$ cat src/verilog/adcc_pkg.sv
// Shared constants, codes and carrier types for the converter control block
package adcc_pkg;
   // Register byte offsets
   localparam logic [7:0] ADCC_CTRL_OFF   = 8'h00;
   localparam logic [7:0] ADCC_RESULT_OFF = 8'h04;
   // Control register field positions
   localparam int ADCC_ON_BIT    = 15;
   localparam int ADCC_IDLE_BIT   = 13;
   localparam int ADCC_FORM_LSB   = 8;
   localparam int ADCC_TRIG_LSB   = 5;
   localparam int ADCC_CLRAS_BIT  = 4;
   localparam int ADCC_ASTART_BIT = 2;
   localparam int ADCC_SAMPLE_BIT = 1;
   localparam int ADCC_DONE_BIT  = 0;
   // Reset value of every control field
   localparam logic ADCC_FIELD_RST = 1'b0;
   // Auto-convert sample length in cycles
   localparam int ADCC_SAMPLE_CYCLES = 16;
   // Output format codes
   typedef enum logic [2:0] {
      ADCC_FMT_INT16  = 3'h0,
      ADCC_FMT_RSVD   = 3'h1,
      ADCC_FMT_FRAC16 = 3'h2,
      ADCC_FMT_SFR16  = 3'h3,
      ADCC_FMT_INT32  = 3'h4,
      ADCC_FMT_SINT32 = 3'h5,
      ADCC_FMT_FRAC32 = 3'h6,
      ADCC_FMT_SFR32  = 3'h7
   } adcc_fmt_t;
   // Trigger source codes
   typedef enum logic [2:0] {
      ADCC_TRG_MANUAL = 3'h0,
      ADCC_TRG_EXTPIN = 3'h1,
      ADCC_TRG_TIMER3 = 3'h2,
      ADCC_TRG_CHARGE = 3'h3,
      ADCC_TRG_RSV4   = 3'h4,
      ADCC_TRG_RSV5   = 3'h5,
      ADCC_TRG_RSV6   = 3'h6,
      ADCC_TRG_AUTO   = 3'h7
   } adcc_trg_t;
   // Software-visible control fields
   typedef struct packed {
      logic      on;
      logic      stop_in_idle;
      adcc_fmt_t output_format_sel;
      adcc_trg_t trigger_source_sel;
      logic      auto_sample_clear;
      logic      auto_sample_start;
   } adcc_ctrl_t;
endpackage

$ cat src/verilog/adcc_ctrl.sv
// Converter control register, sample/convert sequencing and result formatting
//
// How it works
// - Enable bit 15 runs or stops converter
// - Stop-in-idle bit 13 halts on idle
// - Codes 101/100/000 give integer result forms
// - Codes 111/110 left-justify into 32 bits
// - Codes 011/010 left-justify into low 16
// - Code 111 uses internal counter; 4-6 reserved
// - Code 010 uses timer three match
// - Code 001 uses external pin edge
// - Code 011 uses charge time unit
// - Code 000: software clear starts conversion
// - Software writes one to start sampling
// - Auto start sets sampling by hardware
// - Codes 001/010/011/111: hardware ends sampling
// - Conversion end sets complete flag
// - Writing zero clears complete flag; one is ignored
// - Conversion start clears complete flag
// - Unimplemented control bits read zero
//
// The placing of the registers and the APB register port were left to the implementer.
module adcc_ctrl
   import adcc_pkg::*;
#(
   parameter int SAMPLE_CYCLES = ADCC_SAMPLE_CYCLES
) (
   // Clock and reset
   input  wire logic        sys_clk,
   input  wire logic        rst_b,
   // APB slave
   input  wire logic        psel,
   input  wire logic        penable,
   input  wire logic        pwrite,
   input  wire logic [7:0]  paddr,
   input  wire logic [31:0] pwdata,
   output logic      [31:0] prdata,
   output logic             pready,
   output logic             pslverr,
   // Device and trigger sources
   input  wire logic        dev_idle,
   input  wire logic        timer3_match,
   input  wire logic        ext_interrupt_zero_pin,
   input  wire logic        charge_time_unit,
   // Analog core
   input  wire logic [9:0]  core_result,
   input  wire logic        core_done,
   output logic             sample_en,
   output logic             conv_start,
   output logic             module_active,
   output logic      [31:0] result_out
);

   logic [1:0]  rst_sync_r;     // Reset release synchroniser
   logic        rst_n;          // Synchronised reset
   adcc_ctrl_t  ctrl_r;         // Control fields
   logic        sample_r;       // Sampling in progress
   logic        done_r;         // Conversion complete flag
   logic        busy_r;         // Conversion in progress
   logic [2:0]  pin_sync_r;     // Pin synchroniser plus edge history
   logic [15:0] sample_active_cnt_r;     // Auto-convert sample counter
   logic [9:0]  raw_r;          // Last raw result
   logic        wr_ctrl;        // Control write strobe
   logic        active;         // Converter allowed to run
   logic        trig;           // Selected trigger event
   logic        end_sample_active;       // Sampling ends, conversion starts
   logic [31:0] fmt_nxt;        // Formatted result

   // Reset released through two flops; assertion stays asynchronous
   always_ff @(posedge sys_clk or negedge rst_b) begin
      if (!rst_b) rst_sync_r <= 2'h0;
      else        rst_sync_r <= {rst_sync_r[0], 1'b1};
   end
   assign rst_n = rst_sync_r[1];

   // Zero-wait slave: every access completes in its first access cycle
   assign pready  = 1'b1;
   assign wr_ctrl = psel & penable & pwrite & (paddr == ADCC_CTRL_OFF);

   always_comb begin
      prdata  = 32'h0000_0000;
      pslverr = 1'b0;
      if (paddr == ADCC_CTRL_OFF) begin
         prdata[ADCC_ON_BIT]                    = ctrl_r.on;
         prdata[ADCC_IDLE_BIT]                  = ctrl_r.stop_in_idle;
         prdata[ADCC_FORM_LSB+:3]               = ctrl_r.output_format_sel;
         prdata[ADCC_TRIG_LSB+:3]               = ctrl_r.trigger_source_sel;
         prdata[ADCC_CLRAS_BIT]                 = ctrl_r.auto_sample_clear;
         prdata[ADCC_ASTART_BIT]                = ctrl_r.auto_sample_start;
         prdata[ADCC_SAMPLE_BIT]                = sample_r;
         prdata[ADCC_DONE_BIT]                  = done_r;
      end else if (paddr == ADCC_RESULT_OFF) begin
         prdata = result_out;
      end else begin
         // Unmapped address answers with an error
         pslverr = psel & penable;
      end
   end

   assign active        = ctrl_r.on & ~(ctrl_r.stop_in_idle & dev_idle);
   assign module_active = active;

   // Plain control fields; auto start also dropped by hardware after a conversion when auto clear is set
   always_ff @(posedge sys_clk or negedge rst_n) begin
      if (!rst_n) begin
         ctrl_r <= '0;
      end else begin
         if (wr_ctrl) begin
            ctrl_r.on                 <= pwdata[ADCC_ON_BIT];
            ctrl_r.stop_in_idle       <= pwdata[ADCC_IDLE_BIT];
            ctrl_r.output_format_sel  <= adcc_fmt_t'(pwdata[ADCC_FORM_LSB+:3]);
            ctrl_r.trigger_source_sel <= adcc_trg_t'(pwdata[ADCC_TRIG_LSB+:3]);
            ctrl_r.auto_sample_clear  <= pwdata[ADCC_CLRAS_BIT];
            ctrl_r.auto_sample_start  <= pwdata[ADCC_ASTART_BIT];
         end
         if (core_done & busy_r & ctrl_r.auto_sample_clear) begin
            ctrl_r.auto_sample_start <= 1'b0;
         end
      end
   end

   // External pin: two flops, then a third for rising-edge detection
   always_ff @(posedge sys_clk or negedge rst_n) begin
      if (!rst_n) pin_sync_r <= 3'h0;
      else        pin_sync_r <= {pin_sync_r[1:0], ext_interrupt_zero_pin};
   end

   // Sample counter restarts whenever sampling is not running
   always_ff @(posedge sys_clk or negedge rst_n) begin
      if (!rst_n)         sample_active_cnt_r <= 16'h0000;
      else if (!sample_r) sample_active_cnt_r <= 16'h0000;
      else if (!end_sample_active) sample_active_cnt_r <= sample_active_cnt_r + 16'h0001;
   end

   // Trigger selection; reserved codes never fire
   always_comb begin
      case (ctrl_r.trigger_source_sel)
         ADCC_TRG_EXTPIN: trig = pin_sync_r[1] & ~pin_sync_r[2];
         ADCC_TRG_TIMER3: trig = timer3_match;
         ADCC_TRG_CHARGE: trig = charge_time_unit;
         ADCC_TRG_AUTO:   trig = (sample_active_cnt_r == 16'(SAMPLE_CYCLES - 1));
         default:         trig = 1'b0;
      endcase
   end

   assign end_sample_active = active & sample_r &
      ((ctrl_r.trigger_source_sel == ADCC_TRG_MANUAL) ?
         (wr_ctrl & ~pwdata[ADCC_SAMPLE_BIT]) : trig);
   assign conv_start = end_sample_active;
   assign sample_en  = sample_r;

   // Sampling flag: cleared when stopped so a disable never leaves it hanging
   always_ff @(posedge sys_clk or negedge rst_n) begin
      if (!rst_n) begin
         sample_r <= ADCC_FIELD_RST;
      end else if (!active) begin
         sample_r <= 1'b0;
      end else if (end_sample_active) begin
         sample_r <= 1'b0;
      end else if (ctrl_r.auto_sample_start & ~busy_r) begin
         sample_r <= 1'b1;
      end else if (wr_ctrl & pwdata[ADCC_SAMPLE_BIT] & ~ctrl_r.auto_sample_start) begin
         sample_r <= 1'b1;
      end
   end

   // Conversion busy from start until the core reports the end
   always_ff @(posedge sys_clk or negedge rst_n) begin
      if (!rst_n)        busy_r <= 1'b0;
      else if (!active)  busy_r <= 1'b0;
      else if (end_sample_active) busy_r <= 1'b1;
      else if (core_done) busy_r <= 1'b0;
   end

   // Complete flag: set beats a software clear in the same cycle
   always_ff @(posedge sys_clk or negedge rst_n) begin
      if (!rst_n) begin
         done_r <= ADCC_FIELD_RST;
      end else if (core_done & busy_r) begin
         done_r <= 1'b1;
      end else if (end_sample_active) begin
         done_r <= 1'b0;
      end else if (wr_ctrl & ~pwdata[ADCC_DONE_BIT]) begin
         done_r <= 1'b0;
      end
   end

   // Capture raw result at the end of a conversion
   always_ff @(posedge sys_clk or negedge rst_n) begin
      if (!rst_n)                  raw_r <= 10'h000;
      else if (core_done & busy_r) raw_r <= core_result;
   end

   // Result formatting; the reserved code falls back to plain 16-bit integer
   always_comb begin
      case (ctrl_r.output_format_sel)
         ADCC_FMT_SFR32, ADCC_FMT_FRAC32: fmt_nxt = {raw_r, 22'h000000};
         ADCC_FMT_SINT32: fmt_nxt = {{22{raw_r[9]}}, raw_r};
         ADCC_FMT_SFR16, ADCC_FMT_FRAC16: fmt_nxt = {16'h0000, raw_r, 6'h00};
         default:         fmt_nxt = {22'h000000, raw_r};
      endcase
   end

   // Result output held in a flop
   always_ff @(posedge sys_clk or negedge rst_n) begin
      if (!rst_n) result_out <= 32'h0000_0000;
      else        result_out <= fmt_nxt;
   end
endmodule

$ cat config.mk
export PLATFORM = sky130hd
export DESIGN_NAME = adcc_ctrl
export DESIGN_NICKNAME = d
export VERILOG_FILES = /design/src/verilog/adcc_pkg.sv /design/src/verilog/adcc_ctrl.sv
export SDC_FILE = /design/constraint.sdc
export NUM_CORES = 1
export LEC_CHECK = 0
export ABC_AREA = 1
export BUFFER_PORTS_ARGS = -buffer_cell sky130_fd_sc_hd__clkbuf_2
export CAP_MARGIN = 20
export CELL_PAD_IN_SITES_DETAIL_PLACEMENT = 0
export CELL_PAD_IN_SITES_GLOBAL_PLACEMENT = 1
export CORE_MARGIN = 5
export CORE_UTILIZATION = 32
export DETAILED_ROUTE_END_ITERATION = 10
export HOLD_SLACK_MARGIN = 0.02
export PLACE_DENSITY = 0.81
export SLEW_MARGIN = 20
export SYNTH_ARGS = -nofsm -noshare
export SYNTH_HDL_FRONTEND = slang
export SYNTH_SLANG_ARGS = --single-unit
$ cat constraint.sdc
create_clock -name sys_clk -period 2 [get_ports sys_clk]
set_input_delay 0 -clock sys_clk [delete_from_list [all_inputs] [get_ports sys_clk]]
set_output_delay 0 -clock sys_clk [all_outputs]
set_load 0.05 [all_outputs]
==> implementation parameters <==
Parameter                              Value

Status
  Run status    finished, final reports clean

Power
  Portion of total power attributed to sequential cells    36.1%
  Power density cells    1296 nW/um2
  Maximum vdd drop    roughly 1100 uV
  Power share of the clock group    21.8%
  Leakage power    2.465 nW
  Power after layout    6.021 mW
  Psw    2.855 mW
  Int Power    3.165 mW
  Combinational Power Share    around 42%
  Switching share of power    a little under half

Die
  Number of top-level pins    approximately 130
  Floorplan core area    between 10,000 and 15,000 um2
  Die Y-Extent    ~110 um
  Width of the chip    115.0 um
  Die area    13,210 um2
  Initial cell density of the core    32.51%
  # rows    38

Route
  Drt drc    0
  Routed wirelength normalized by instance count    13.77 um
  Number of design-rule violations left by the first detailed-router iteration    95
  Ratio of routed vias to standard cells    between 4 and 5
  Wire length after detailed routing    9678 um
  Antenna Nets Post-Route    0
  First-pass detailed-route iteration total    4
  Total number of vias    approximately 3,200

Worst setup path
  Slack of the worst reg-to-reg path    0.34 ns
  FF-to-FF Start    sample_active_cnt_r[1]
  Kind of cell adding the most delay to the critical path    simple AND/OR/NAND/NOR gates
  Worst stage delay on the critical path    around 0.37 ns
  Beginning of the critical path    sample_active_cnt_r[1]
  Worst setup path category    reg2out
  Kind of end point of the critical path    output port
  Critical Path AT    1.84 ns
  End point of the critical path    conv_start
  Critical path launch point type    register
  Capture point of the worst reg-to-reg path    sample_active_cnt_r[8]
  Ordered list of cells on the worst path    ha_1 > nand3_2 > nor2_1 > nand3_1 > nand4_4 > nand3_4 > inv_2 > buf_4
  Logic depth of the worst path, buffers included    8
  Crit-path slowest cell    sky130_fd_sc_hd__dfrtp_1
  CP Buf/Inv Count    2
  Number of cells on the worst reg-to-reg path    8
  Largest fanout on the critical path    6
  Data required time of the critical path    approximately 2 ns

GRT
  Antenna violations before repair    0
  Maximum number of pins on one net before global-route repair    70
  Number of global-route vias before repair    3,164
  Overall routing resource usage    15.36%
  First-pass GRT wire length    16,040 um
  GR Overflow Total    0

Clock tree
  CTS tree    yes
  CTS Root Cell    sky130_fd_sc_hd__clkbuf_8
  Deepest level of the CTS H-tree    3
  Worst-path clk slew    0.08 ns
  Clock Sinks    71
  Deepest clock path buffer count    2
  Number of buffers created by CTS    9
  Clock insertion delay at the later pin of the skew report    0.35 ns

STA
  Setup TNS after final layout    0 ns
  Clock skew after layout    0.009399 ns
  Measured slew at the worst slew-check pin    0.6727 ns
  Number of max-slew violations in the final report    0
  Fmax achieved    between 0.5 and 0.6 GHz
  Unrepaired setup endpoints after global routing    no
  Final hold violation count    0
  Final setup violation count    0
  Relative slew slack    between 50 and 60%
  Minimum hold slack    0.02581 ns
  Share of the cycle needed by the critical path after routing    91.86%
  Final period demand of the worst path    approximately 1.8 ns

Logic synthesis
  Cells after Synth    430
  Combinational family with the most area after synthesis    simple AND/OR/NAND/NOR gates
  Ys Warns    0
  Multiplexer area fraction after synthesis    less than 1%
  Adder-Cell Fraction of Synth Area    0.3550%
  Commonest register cell after synthesis    sky130_fd_sc_hd__dfrtp_1
  Post-synthesis cell area    3525 um2
  Count of different cell masters after synthesis    36
  Post-synthesis simple-gate area fraction    27.69%
  Post-synth EDFFs    0
  Avg Cell Area, Syn    8.197 um2
  Synth Area in XOR/XNOR    2.236%
  Area fraction in compound gates after synthesis    8.910%
  #FFs+latches synth    71
  Proportion of register bits with asynchronous set or reset after synthesis    100.0%
  Share of synthesized area occupied by flip-flops and latches    about half

Job
  Max_cap viols    0

Final layout
  Signed area change from the synthesized netlist to the final layout    31.81%
  Fraction of the core area covered by cells at the end of the flow    42.86%
  NumNets Final    619
  Layout cells sized above 1    26.64%
  Diodes inserted    0
  Count of fill cells added during filler insertion    1,116

Min path
  Worst hold path startpoint    pwdata[2]
  Path type of the worst min-delay path    in2reg

Placement
  Quantity of I/O buffers inserted on ports    ~110
  Final weighted congestion of routability-driven global placement    0.8085
  Dpl hpwl    ~7000 um
area by class of cell:
class	instances	area [um2]	area share, %
flip-flops and latches	71	1778	38.27
well taps	140	175.2	3.771
multi-input cells	289	1430	30.78
clock buffers	9	123.9	2.666
inverters	47	176.4	3.797
repair buffers	140	858.3	18.48
clock inverters	7	103.9	2.235
power groups by stage:
stage / sequential, mW / clock, mW / combinational [mW]
after floorplan: 3.11 / 0 / 0.967
after global placement: 2.19 / 0 / 2.45
after detailed placement: 2.21 / 0 / 2.47
after CTS: 2.17 / 1.34 / 2.55
after global routing: 2.24 / 1.41 / 2.71
final: 2.17 / 1.32 / 2.53
cells by family (layout without fill, tap and decap cells):
logic type / count (synthesis) / after routing
compound gates: 56 / 56
xor+xnor: 9 / 9
fa+ha+maj: 1 / 1
buf+inv: 72 / 203
flops: 71 / 71
mux: 2 / 2
other cells: 1 / 2
simple gates: 218 / 219
what timing repair did:
action | 4_1_cts | 5_1_grt
buffers inserted | 1 | 1
hold buffers | 24 | 0
endpoints found under the setup margin | 1 | 1
gates resized for setup | 1 | 2
pin swaps | 0 | 1
endpoints found under the hold margin | 25 | 0
gates cloned | 1 | 0
cells in the final DEF (no fill, tap or decap), types with 2 or more instances in the layout:
master,instances
sky130_fd_sc_hd__clkbuf_2,106
sky130_fd_sc_hd__nand2_1,88
sky130_fd_sc_hd__nor2_1,79
sky130_fd_sc_hd__dfrtp_1,70
sky130_fd_sc_hd__inv_1,44
sky130_fd_sc_hd__o21ai_0,27
sky130_fd_sc_hd__dlygate4sd3_1,24
sky130_fd_sc_hd__nand4_1,19
sky130_fd_sc_hd__a21oi_1,17
sky130_fd_sc_hd__nand3_1,13
sky130_fd_sc_hd__clkbuf_8,9
sky130_fd_sc_hd__buf_4,9
sky130_fd_sc_hd__xor2_1,8
sky130_fd_sc_hd__nor3_1,6
sky130_fd_sc_hd__o22ai_1,4
sky130_fd_sc_hd__a22o_1,3
sky130_fd_sc_hd__nand2_2,2
sky130_fd_sc_hd__nor2_2,2
sky130_fd_sc_hd__nand3_2,2
sky130_fd_sc_hd__inv_2,2
sky130_fd_sc_hd__mux2_2,2
sky130_fd_sc_hd__conb_1,2
sky130_fd_sc_hd__clkinvlp_4,2
sky130_fd_sc_hd__bufinv_16,2
sky130_fd_sc_hd__inv_6,2
worst min-delay path by stage:
stage          slack, ns  cells after the start             to
2_1_floorplan      -0.30                      0  rst_sync_r[0]
3_3_place_gp       -0.21                      1  rst_sync_r[0]
3_5_place_dp       -0.21                      1  rst_sync_r[0]
4_1_cts             0.03                      3      ctrl_r[0]
5_1_grt             0.06                      3      ctrl_r[0]
6_report            0.03                      3      ctrl_r[0]
layer usage:
metal / wire [um] / vias to the layer above / share of wire (%) / track usage, %
li1: - / 1620 / - / -
met5: 0 / - / 0 / 0
met3: 436 / 16 / 4.5 / 2.632
met1: 4358 / 1487 / 45 / 20.67
met4: 205 / 0 / 2.1 / 5.712
met2: 4677 / 77 / 48 / 24.85
cells in the mapped netlist, types with 2 or more instances:
library cell                n  area, um2
sky130_fd_sc_hd__nand2_1   88      330.3
sky130_fd_sc_hd__dfrtp_1   71       1777
sky130_fd_sc_hd__buf_6      3      33.78
sky130_fd_sc_hd__nand3_1   14      70.07
sky130_fd_sc_hd__mux2_2     2      22.52
sky130_fd_sc_hd__inv_1     44      165.2
sky130_fd_sc_hd__buf_2      5      25.02
sky130_fd_sc_hd__o21ai_0   28      140.1
sky130_fd_sc_hd__buf_4     11      82.58
sky130_fd_sc_hd__a21oi_1   18      90.09
sky130_fd_sc_hd__nor2_2     2      12.51
sky130_fd_sc_hd__nor3_1     6      30.03
sky130_fd_sc_hd__nor2_1    79      296.5
sky130_fd_sc_hd__inv_2      2      7.510
sky130_fd_sc_hd__nand2_2    2      12.51
sky130_fd_sc_hd__a22o_1     3      26.28
sky130_fd_sc_hd__nand4_1   19      118.9
sky130_fd_sc_hd__clkbuf_1   5      18.77
sky130_fd_sc_hd__xor2_1     8      70.07
sky130_fd_sc_hd__o22ai_1    4      25.02
sequential cells by signal, summed over array words and instances, names as in the netlist:
register	cells
busy_r	1
ctrl_r	10
done_r	1
pin_sync_r	3
raw_r	10
result_out	27
rst_sync_r	2
sample_active_cnt_r	16
sample_en	1
per-stage QoR:
step | setup slack (ns) | std cells | cell area, um2
floorplan | 0.03832 | 431 | 3533
global placement | 0.2201 | 660 | 4145
detailed placement | 0.1716 | 660 | 4145
CTS | 0.007177 | 702 | 4633
global route | 0.01500 | 703 | 4646
finish | 0.1628 | 703 | 4646
worst min-delay path: cells and delay by family:
| kind | cells | cell delay (ns) |
|---|---|---|
| AO/OA/AOI/OAI | 2 | 0.23 |
| buffers and inverters | 1 | 0.10 |
No activity file was read; power rests on OpenSTA's default activity.
